[src/hdl/gpio_pkg.sv]
// Constants shared by the port block and its helpers
// Summary of operation
// Twenty-five lines in four ports, data latches at 12H, 14H, 16H, 1EH.
// Per-bit direction registers at 13H, 15H, 17H and 1FH.
// Inputs unlatched; pad sampled at read, must be valid at phase two. The code reads the pad through pad_sync, two clocks late.
// Output latch holds written data until the next write.
// Direction bit 1 makes an input, 0 an output; changeable anytime.
// Read returns pad when direction is 1, latch when direction is 0.
// Output lines always drive push-pull; no open-drain mode.
// Single latch bits can be set or cleared by bit instructions.
// Read-modify-write reads whole port then writes result back.
// Each port A line can wake from halt, enabled per line by option.
// Upper five port G bits read zero and ignore writes.
// Per-line pull-high option; without it an input line floats.
// Buzzer option drives tone on two port B lines when outputs.
// Buzzer gating comes only from the first buzzer line data bit.
// First line: 0 low, 1 tone; second line low or inverted tone.
// Port G line 0 shares its pin with the external interrupt.
// Port G lines 1, 2 are I/O only in internal-RC-plus-I/O mode.
// Software should set unused lines as outputs to save power.
// Registers eight bits; missing port C and G bits read zero.
// External interrupt requests on a falling edge of the pin.
package gpio_pkg;
  localparam int unsigned DATA_W = 8;
  localparam int unsigned ADDR_W = 8;
  localparam logic [7:0] ADDR_A_DATA = 8'h12;
  localparam logic [7:0] ADDR_A_DIR = 8'h13;
  localparam logic [7:0] ADDR_B_DATA = 8'h14;
  localparam logic [7:0] ADDR_B_DIR = 8'h15;
  localparam logic [7:0] ADDR_C_DATA = 8'h16;
  localparam logic [7:0] ADDR_C_DIR = 8'h17;
  localparam logic [7:0] ADDR_G_DATA = 8'h1e;
  localparam logic [7:0] ADDR_G_DIR = 8'h1f;
  // Implemented-bit masks
  localparam logic [7:0] MASK_A = 8'hff;
  localparam logic [7:0] MASK_B = 8'hff;
  localparam logic [7:0] MASK_C = 8'h3f;
  localparam logic [7:0] MASK_G = 8'h07;
  // Reset: all lines input, latches high
  localparam logic [7:0] RESET_VAL = 8'hff;
  localparam int unsigned BZ_TRUE_BIT = 0;
  localparam int unsigned BZ_INV_BIT = 1;
  localparam int unsigned G_INT_BIT = 0;
  localparam int unsigned G_CRYSTAL_IN_PIN_BIT = 1;
  localparam int unsigned G_CRYSTAL_OUT_PIN_BIT = 2;
  // Bus operation codes
  typedef enum logic [1:0] {
    OP_WRITE = 2'b00,
    OP_SET = 2'b01,
    OP_CLR = 2'b10,
    OP_CPL = 2'b11
  } port_op_e;
endpackage

[src/hdl/gpio_ports.sv]
// Four bidirectional ports with buzzer pair and interrupt pin
`timescale 1ns/1ps
`default_nettype none
module gpio_ports (
  // Clock and reset
  input wire logic CLK_SYS_IN,
  input wire logic RST_N_IN,
  // Data memory access from the core
  input wire logic [7:0] ADDR_IN,
  input wire logic WR_IN,
  input wire logic [1:0] OP_IN,
  input wire logic [2:0] BIT_IN,
  input wire logic [7:0] WDATA_IN,
  output logic [7:0] RDATA_OUT,
  output logic HIT_OUT,
  // Configuration options
  input wire logic [7:0] WAKE_EN_A_IN,
  input wire logic [24:0] PULL_EN_IN,
  input wire logic BUZZER_EN_IN,
  input wire logic RC_IO_MODE_IN,
  input wire logic HALTED_IN,
  // Tone from timer overflow
  input wire logic TONE_IN,
  // Pads
  input wire logic [7:0] PA_PAD_IN,
  input wire logic [7:0] PB_PAD_IN,
  input wire logic [5:0] PC_PAD_IN,
  input wire logic [2:0] PG_PAD_IN,
  output logic [7:0] PA_OUT,
  output logic [7:0] PA_OE_OUT,
  output logic [7:0] PB_OUT,
  output logic [7:0] PB_OE_OUT,
  output logic [5:0] PC_OUT,
  output logic [5:0] PC_OE_OUT,
  output logic [2:0] PG_OUT,
  output logic [2:0] PG_OE_OUT,
  output logic [24:0] PULL_ON_OUT,
  // Events
  output logic WAKE_OUT,
  output logic EXT_INT_OUT
);
  logic [7:0] sa, sb, sc, sg;
  logic [24:0] sync_all;
  logic [7:0] la, lb, lc, lg;
  logic [7:0] da, db, dc, dg;
  logic [7:0] ra, rb, rc, rg;
  logic ha, hb, hc, hg;
  logic int_prev_q;
  logic [7:0] a_prev_q;
  logic [2:0] g_io;
  logic bz_true_d;
  logic bz_inv_d;

  // pads pass two flops then are read directly, no read latch
  pad_sync #(.WIDTH(25)) u_sync (
    .clk_in(CLK_SYS_IN),
    .rst_n_in(RST_N_IN),
    .async_in({PG_PAD_IN, PC_PAD_IN, PB_PAD_IN, PA_PAD_IN}),
    .sync_out(sync_all)
  );
  assign sa = sync_all[7:0];
  assign sb = sync_all[15:8];
  assign sc = {2'b00, sync_all[21:16]};
  assign sg = {5'b00000, sync_all[24:22]};

  port_reg #(.MASK(gpio_pkg::MASK_A), .DATA_ADDR(gpio_pkg::ADDR_A_DATA),
    .DIR_ADDR(gpio_pkg::ADDR_A_DIR)) u_pa (
    .clk_in(CLK_SYS_IN), .rst_n_in(RST_N_IN), .addr_in(ADDR_IN),
    .wr_in(WR_IN), .op_in(OP_IN), .bit_in(BIT_IN), .wdata_in(WDATA_IN),
    .pad_in(sa), .latch_out(la), .dir_out(da), .rdata_out(ra),
    .hit_out(ha));
  port_reg #(.MASK(gpio_pkg::MASK_B), .DATA_ADDR(gpio_pkg::ADDR_B_DATA),
    .DIR_ADDR(gpio_pkg::ADDR_B_DIR)) u_pb (
    .clk_in(CLK_SYS_IN), .rst_n_in(RST_N_IN), .addr_in(ADDR_IN),
    .wr_in(WR_IN), .op_in(OP_IN), .bit_in(BIT_IN), .wdata_in(WDATA_IN),
    .pad_in(sb), .latch_out(lb), .dir_out(db), .rdata_out(rb),
    .hit_out(hb));
  port_reg #(.MASK(gpio_pkg::MASK_C), .DATA_ADDR(gpio_pkg::ADDR_C_DATA),
    .DIR_ADDR(gpio_pkg::ADDR_C_DIR)) u_pc (
    .clk_in(CLK_SYS_IN), .rst_n_in(RST_N_IN), .addr_in(ADDR_IN),
    .wr_in(WR_IN), .op_in(OP_IN), .bit_in(BIT_IN), .wdata_in(WDATA_IN),
    .pad_in(sc), .latch_out(lc), .dir_out(dc), .rdata_out(rc),
    .hit_out(hc));
  port_reg #(.MASK(gpio_pkg::MASK_G), .DATA_ADDR(gpio_pkg::ADDR_G_DATA),
    .DIR_ADDR(gpio_pkg::ADDR_G_DIR)) u_pg (
    .clk_in(CLK_SYS_IN), .rst_n_in(RST_N_IN), .addr_in(ADDR_IN),
    .wr_in(WR_IN), .op_in(OP_IN), .bit_in(BIT_IN), .wdata_in(WDATA_IN),
    .pad_in(sg), .latch_out(lg), .dir_out(dg), .rdata_out(rg),
    .hit_out(hg));

  // Read data is combinational so a read sees the current pad sample
  assign RDATA_OUT = ra | rb | rc | rg;
  assign HIT_OUT = ha | hb | hc | hg;

  // push-pull: enable is the plain inverse of the direction bit
  assign PA_OUT = la;
  assign PA_OE_OUT = ~da;
  assign PC_OUT = lc[5:0];
  assign PC_OE_OUT = ~dc[5:0];

  // Buzzer pair: gating only from the first line's latch bit
  always_comb begin
    bz_true_d = lb[gpio_pkg::BZ_TRUE_BIT] & TONE_IN;
    bz_inv_d = lb[gpio_pkg::BZ_TRUE_BIT] & ~TONE_IN;
  end

  always_comb begin
    PB_OUT = lb;
    if (BUZZER_EN_IN) begin
      PB_OUT[gpio_pkg::BZ_TRUE_BIT] = bz_true_d;
      PB_OUT[gpio_pkg::BZ_INV_BIT] = bz_inv_d;
    end
  end
  assign PB_OE_OUT = ~db;

  // oscillator pins give up I/O unless internal RC plus I/O
  assign g_io = {RC_IO_MODE_IN, RC_IO_MODE_IN, 1'b1};
  assign PG_OUT = lg[2:0];
  assign PG_OE_OUT = ~dg[2:0] & g_io;

  // pull-high per line, dropped on disabled oscillator pins
  assign PULL_ON_OUT = PULL_EN_IN & {g_io, 6'h3f, 8'hff, 8'hff};

  // Edge history for interrupt and wake detection
  // Histories reset to the synchroniser's zero, so release gives no false fall
  always_ff @(posedge CLK_SYS_IN) begin
    if (!RST_N_IN) begin
      int_prev_q <= 1'b0;
    end else begin
      int_prev_q <= sg[gpio_pkg::G_INT_BIT];
    end
  end

  always_ff @(posedge CLK_SYS_IN) begin
    if (!RST_N_IN) begin
      a_prev_q <= '0;
    end else begin
      a_prev_q <= sa;
    end
  end

  // Interrupt pin works whatever the line direction, as the pin is shared
  assign EXT_INT_OUT = int_prev_q & ~sg[gpio_pkg::G_INT_BIT];
  // Wake on any change of an enabled port A input line while halted
  assign WAKE_OUT = HALTED_IN &
    (|((sa ^ a_prev_q) & WAKE_EN_A_IN & da));

  a_int_fall: assert property (@(posedge CLK_SYS_IN) disable iff (!RST_N_IN)
    EXT_INT_OUT |-> $past(sg[0]) && !sg[0])
    else $error("interrupt without falling edge");
  a_bz_gate: assert property (@(posedge CLK_SYS_IN) disable iff (!RST_N_IN)
    BUZZER_EN_IN && !lb[0] |-> !PB_OUT[0] && !PB_OUT[1])
    else $error("buzzer not gated low");
  a_bz_pair: assert property (@(posedge CLK_SYS_IN) disable iff (!RST_N_IN)
    BUZZER_EN_IN && lb[0] |-> PB_OUT[0] == TONE_IN &&
    PB_OUT[1] == !TONE_IN)
    else $error("buzzer tone wrong");
  a_osc_off: assert property (@(posedge CLK_SYS_IN) disable iff (!RST_N_IN)
    !RC_IO_MODE_IN |-> PG_OE_OUT[2:1] == 2'b00 &&
    PULL_ON_OUT[24:23] == 2'b00)
    else $error("oscillator pins driven");
  a_dir_drive: assert property (@(posedge CLK_SYS_IN) disable iff (!RST_N_IN)
    WR_IN && ADDR_IN == gpio_pkg::ADDR_A_DIR && OP_IN == 2'b00 |=>
    PA_OE_OUT == ~$past(WDATA_IN))
    else $error("direction write not applied");
  a_wake_src: assert property (@(posedge CLK_SYS_IN) disable iff (!RST_N_IN)
    WAKE_OUT |-> HALTED_IN && (WAKE_EN_A_IN != 8'h00))
    else $error("wake without enabled source");
endmodule // gpio_ports
`default_nettype wire

[src/hdl/pad_sync.sv]
// Two-stage synchroniser for a bus of pad inputs
`timescale 1ns/1ps
`default_nettype none
module pad_sync #(
  parameter int unsigned WIDTH = 8
) (
  // Clock and reset
  input wire logic clk_in,
  input wire logic rst_n_in,
  // Data
  input wire logic [WIDTH-1:0] async_in,
  output logic [WIDTH-1:0] sync_out
);
  logic [WIDTH-1:0] meta_q;
  logic [WIDTH-1:0] sync_q;

  always_ff @(posedge clk_in) begin
    if (!rst_n_in) begin
      meta_q <= '0;
      sync_q <= '0;
    end else begin
      meta_q <= async_in;
      sync_q <= meta_q;
    end
  end

  assign sync_out = sync_q;
endmodule // pad_sync
`default_nettype wire

[src/hdl/port_reg.sv]
// One port: output latch, direction register and read mux
`timescale 1ns/1ps
`default_nettype none
module port_reg #(
  parameter logic [7:0] MASK = 8'hff,
  parameter logic [7:0] DATA_ADDR = 8'h12,
  parameter logic [7:0] DIR_ADDR = 8'h13
) (
  // Clock and reset
  input wire logic clk_in,
  input wire logic rst_n_in,
  // Access
  input wire logic [7:0] addr_in,
  input wire logic wr_in,
  input wire logic [1:0] op_in,
  input wire logic [2:0] bit_in,
  input wire logic [7:0] wdata_in,
  // Pads
  input wire logic [7:0] pad_in,
  // State
  output logic [7:0] latch_out,
  output logic [7:0] dir_out,
  output logic [7:0] rdata_out,
  output logic hit_out
);
  logic [7:0] latch_q;
  logic [7:0] dir_q;
  logic [7:0] view;
  logic [7:0] mod_data;
  logic [7:0] onehot;

  // per-bit read source; pad not latched here beyond sync
  assign view = ((dir_q & pad_in) | (~dir_q & latch_q)) & MASK;
  assign onehot = 8'h01 << bit_in;

  // modify the whole read value, then write back
  always_comb begin
    mod_data = wdata_in;
    unique case (gpio_pkg::port_op_e'(op_in))
      gpio_pkg::OP_WRITE: mod_data = wdata_in;
      gpio_pkg::OP_SET: mod_data = view | onehot;
      gpio_pkg::OP_CLR: mod_data = view & ~onehot;
      gpio_pkg::OP_CPL: mod_data = ~view;
    endcase
  end

  always_ff @(posedge clk_in) begin
    if (!rst_n_in) begin
      latch_q <= gpio_pkg::RESET_VAL & MASK;
    end else if (wr_in && addr_in == DATA_ADDR) begin
      latch_q <= mod_data & MASK;
    end
  end

  always_ff @(posedge clk_in) begin
    if (!rst_n_in) begin
      dir_q <= gpio_pkg::RESET_VAL & MASK;
    end else if (wr_in && addr_in == DIR_ADDR &&
                 gpio_pkg::port_op_e'(op_in) == gpio_pkg::OP_WRITE) begin
      dir_q <= wdata_in & MASK;
    end
  end

  always_comb begin
    hit_out = 1'b1;
    rdata_out = 8'h00;
    if (addr_in == DATA_ADDR) begin
      rdata_out = view;
    end else if (addr_in == DIR_ADDR) begin
      rdata_out = dir_q & MASK;
    end else begin
      hit_out = 1'b0;
    end
  end

  assign latch_out = latch_q;
  assign dir_out = dir_q;

  a_latch_holds: assert property (@(posedge clk_in) disable iff (!rst_n_in)
    !(wr_in && addr_in == DATA_ADDR) |=> $stable(latch_q))
    else $error("latch changed without write");
  a_unused_zero: assert property (@(posedge clk_in) disable iff (!rst_n_in)
    ((latch_q | dir_q | rdata_out) & ~MASK) == 8'h00)
    else $error("unimplemented bit nonzero");
  a_read_mux: assert property (@(posedge clk_in) disable iff (!rst_n_in)
    addr_in == DATA_ADDR |->
    rdata_out == (((dir_q & pad_in) | (~dir_q & latch_q)) & MASK))
    else $error("read mux wrong");
  a_bit_set: assert property (@(posedge clk_in) disable iff (!rst_n_in)
    wr_in && addr_in == DATA_ADDR && op_in == 2'b01 |=>
    latch_q[$past(bit_in)] == MASK[$past(bit_in)])
    else $error("bit set failed");
endmodule // port_reg
`default_nettype wire

[config.mk]
export PLATFORM = sky130hd
export DESIGN_NAME = gpio_ports
export DESIGN_NICKNAME = d
export VERILOG_FILES = /design/src/hdl/gpio_pkg.sv /design/src/hdl/gpio_ports.sv /design/src/hdl/pad_sync.sv /design/src/hdl/port_reg.sv
export SDC_FILE = /design/constraint.sdc
export NUM_CORES = 1
export LEC_CHECK = 0
export BUFFER_PORTS_ARGS = -buffer_cell sky130_fd_sc_hd__buf_4
export CORE_MARGIN = 2
export CORE_UTILIZATION = 52
export DETAILED_ROUTE_END_ITERATION = 8
export GPL_TIMING_DRIVEN = 1
export PLACE_DENSITY = 0.87
export SYNTH_ARGS = -nofsm -noshare
export SYNTH_HDL_FRONTEND = slang
export SYNTH_SLANG_ARGS = --single-unit
[constraint.sdc]
create_clock -name CLK_SYS_IN -period 1.95 [get_ports CLK_SYS_IN]
set_input_delay 0.39 -clock CLK_SYS_IN [delete_from_list [all_inputs] [get_ports CLK_SYS_IN]]
set_output_delay 0.39 -clock CLK_SYS_IN [all_outputs]
set_load 0.02 [all_outputs]
==> parameters.txt <==
Parameter                              Value

Clock tree
  CTS tree    yes
  Skew-Pair Late Insertion Delay    0.40 ns
  Clock sink count    109
  CTS clk-pin slew, worst paths    0.11 ns
  Max Buffers Root-to-Sink    2
  Number of CTS-inserted buffers    9
  CTS HTree Levels    3
  Clock root cell    clkbuf_8

Cells and area
  Share of post-route cells with drive strength above 1    0.364
  P&R area growth vs syn    28.3%
  Final Core Density    0.678
  Number of inserted diodes    0
  Total Nets Final    834
  Commonest non-fill, non-tap cell in the layout    buf_4
  Commonest cells after routing, fill and taps aside    buf_4 (176), dfxtp_1 (90), and2_1 (62)

STA
  Post-route clock period utilization    1.17
  Max_slew headroom    0.717
  Number of hold-slack violations in the final timing report    0
  Slew Viols, Final    0
  Setup repair after global routing missed its margin    yes
  Sum of negative setup slack    -1.47 ns
  Slew at the pin closest to its max-slew limit    0.424 ns
  Number of failing setup endpoints in the final timing report    6
  Setup slack of the critical path after layout    -0.322 ns
  Achievable Freq    440 MHz
  Min Tclk post-route    2.27 ns
  Layout Skew    ~0.0086 ns

Floorplan
  Vert. Die Dim    108 um
  Die footprint    approximately 12000 um2
  Row count    38
  Die X-Extent    108 um
  CORE AREA    10700 um2
  Starting density of the core    0.528
  Number of ports placed on the die boundary    approximately 170

Placement
  Weighted congestion reported at the end of routability-driven placement    0.945
  # port buffers    125
  Dpl ws    -0.306 ns
  Placed wire-length estimate    12100 um

Power and ir drop
  Power after layout    between 4 and 5 mW
  Leakage power of the design    3.53 nW
  Logic gate share of total power    0.154
  Power per unit of standard cell area    596 nW/um2
  Clock Power Share    0.314
  Switching Share    0.283
  Internal power    3.10 mW
  Max VDD drop    0.508 mV
  Part of the total power dissipated in sequential elements    0.532
  Power dissipated by switching net loads    1.22 mW

Global route
  First-pass GRT wire length    25600 um
  Number of global-route vias before repair    between 4000 and 5000
  Antenna violations before repair    0
  Largest net degree at the start of global routing    92
  GR Overflow Total    0
  Total Routing Usage GR    0.287

Critical path
  Critical path fanouts, max    3
  Data arrival time of the critical path    1.88 ns
  Kind of end point of the critical path    output pin
  Largest delay contributor family on the critical path    multiplexers
  Reg-to-reg slack, setup    0.21 ns
  Nature of the critical path startpoint    flop
  Cells traversed along the worst timing path    mux2_4, mux4_2, nand2_1, o311ai_1, buf_4
  CP bufs+invs    1
  Slowest stage cell on the critical path    mux4_2
  Largest incremental delay on the critical path    0.47 ns
  Req. time, crit path    1.56 ns
  Startpoint-to-endpoint class of the critical path    reg -> out

Worst hold path
  Class of the most critical hold timing path    in -> reg

Synthesis
  Netlist Area Pre-Place    5650 um2
  Most instantiated flip-flop cell in the synthesis netlist    dfxtp_1
  Yosys warning total    0
  Multiplexer fraction of the synthesized cell area    0.128
  Synthesized-area fraction occupied by and/or/nand/nor cells    0.234
  Fraction of the yosys area taken by sequential cells    0.386
  Post-synthesis net count    705
  Share of flip-flops with an asynchronous set or reset after synthesis    0
  Yosys reg bits    around 110
  Compound-Gate Fraction of Synth Area    0.146
  Post-synth EDFFs    0
  Adder and majority gate portion of the synthesized area    0.00177
  Number of unique standard cell types used by synthesis    65
  Xor and xnor fraction of the mapped netlist area    0.0124
  Largest family of logic cells by synthesized area    simple AND/OR/NAND/NOR gates
  Post-synthesis average cell area    9.13 um2
  Gate count of the mapped netlist    a little over 600

Run status
  Status    finished with violations
  Violations in the final reports    negative setup slack

Route
  Total via count in the routed design    5222
  DR iter-0 viols    roughly 370
  Number of DRC violations after detailed routing    0
  Residual antenna-violating net count after detailed routing    0
  Via density per instance    5.85
  Initial DRT Pass Iterations    5
  Wire length per cell    19.3 um
  Wire length after detailed routing    ~17000 um

Job
  Max_cap viols    0
==> sequential cells by signal (all words and copies together), names as in the netlist <==
name / flops
u_sync.meta_q: 25
u_sync.sync_out: 25
a_prev_q: 8
u_pa.dir_out: 8
u_pa.latch_out: 8
u_pb.dir_out: 8
u_pb.latch_out: 8
u_pc.dir_out: 6
u_pc.latch_out: 6
u_pg.dir_out: 3
u_pg.latch_out: 3
int_prev_q: 1
==> worst register-to-register path, stage by stage (launching register included) <==
cell and delay [ns]:
dfxtp_4 0.40, mux2i_4 0.25, buf_4 0.14, buf_4 0.11
nand2_1 0.06, mux4_2 0.48, o22a_1 0.20
==> power by group through the flow <==
stage          Clock (mW)  Combinational (mW)  Sequential [mW]
6_report             1.36               0.668             2.30
5_1_grt              1.45               0.718             2.30
3_3_place_gp            0               0.604             2.35
3_5_place_dp            0               0.617             2.35
4_1_cts              1.37               0.633             2.30
2_1_floorplan           0               0.427             2.34
==> repair_timing <==
item	CTS	global route
gates resized for setup	29	36
pin swaps	8	11
hold buffers	0	0
setup endpoints to repair	9	9
buffers inserted	3	8
==> layout make-up <==
class	count	area [um2]
fillers	847	3450
multi-input cells	413	3120
flip-flops and latches	109	2210
repair buffers	185	1440
well taps	140	175
clock buffers	9	124
inverters	30	113
clock inverters	7	62.6
==> cells in the mapped netlist (10+ instances only) <==
| cell type | number | area (um2) |
|---|---|---|
| a21oi_1 | 10 | 50.1 |
| and2_1 | 62 | 388 |
| buf_2 | 14 | 70.1 |
| buf_4 | 31 | 233 |
| clkbuf_1 | 18 | 67.6 |
| dfxtp_1 | 109 | 2180 |
| inv_1 | 30 | 113 |
| mux2_2 | 18 | 203 |
| mux2i_1 | 34 | 340 |
| nand2_1 | 51 | 191 |
| nand3_1 | 11 | 55.1 |
| nor2_1 | 21 | 78.8 |
| nor2b_1 | 16 | 100 |
| nor3_1 | 15 | 75.1 |
| o21ai_0 | 24 | 120 |
| o22a_1 | 11 | 96.3 |
==> final timing paths <==
check,from,end,cells after the start
worst min-delay path,PA_PAD_IN[7],u_sync.meta_q[7],2
worst max register to register,u_pb.dir_out[7],u_pb.latch_out[7],6
worst min register to register,u_sync.meta_q[1],u_sync.sync_out[1],1
worst max-delay path,u_pc.dir_out[1],RDATA_OUT[1],5
==> per-layer routing <==
metal,vias to the layer above,routed length (um),track usage
met3,45,1130,0.0488
li1,2428,-,-
met5,-,0,0
met4,0,581,0.144
met1,2528,6800,0.337
met2,221,8680,0.502
==> kinds of logic after synthesis <==
| group | after synthesis |
|---|---|
| multiplexers | 60 |
| XOR/XNOR | 8 |
| AND/OR/NAND/NOR | 231 |
| AO/OA/AOI/OAI | 113 |
| flip-flops | 109 |
| buffers and inverters | 97 |
| adder cells (fa/ha/maj) | 1 |
==> metrics by stage <==
stage	hold slack, ns	area (um2)	std cells
global placement	0.414	6770	866
global route	0.180	7250	893
detailed placement	0.418	6770	866
finish	0.183	7250	893
floorplan	0.412	5670	619
CTS	0.176	7060	885
Power figures use the tool's default switching activity.
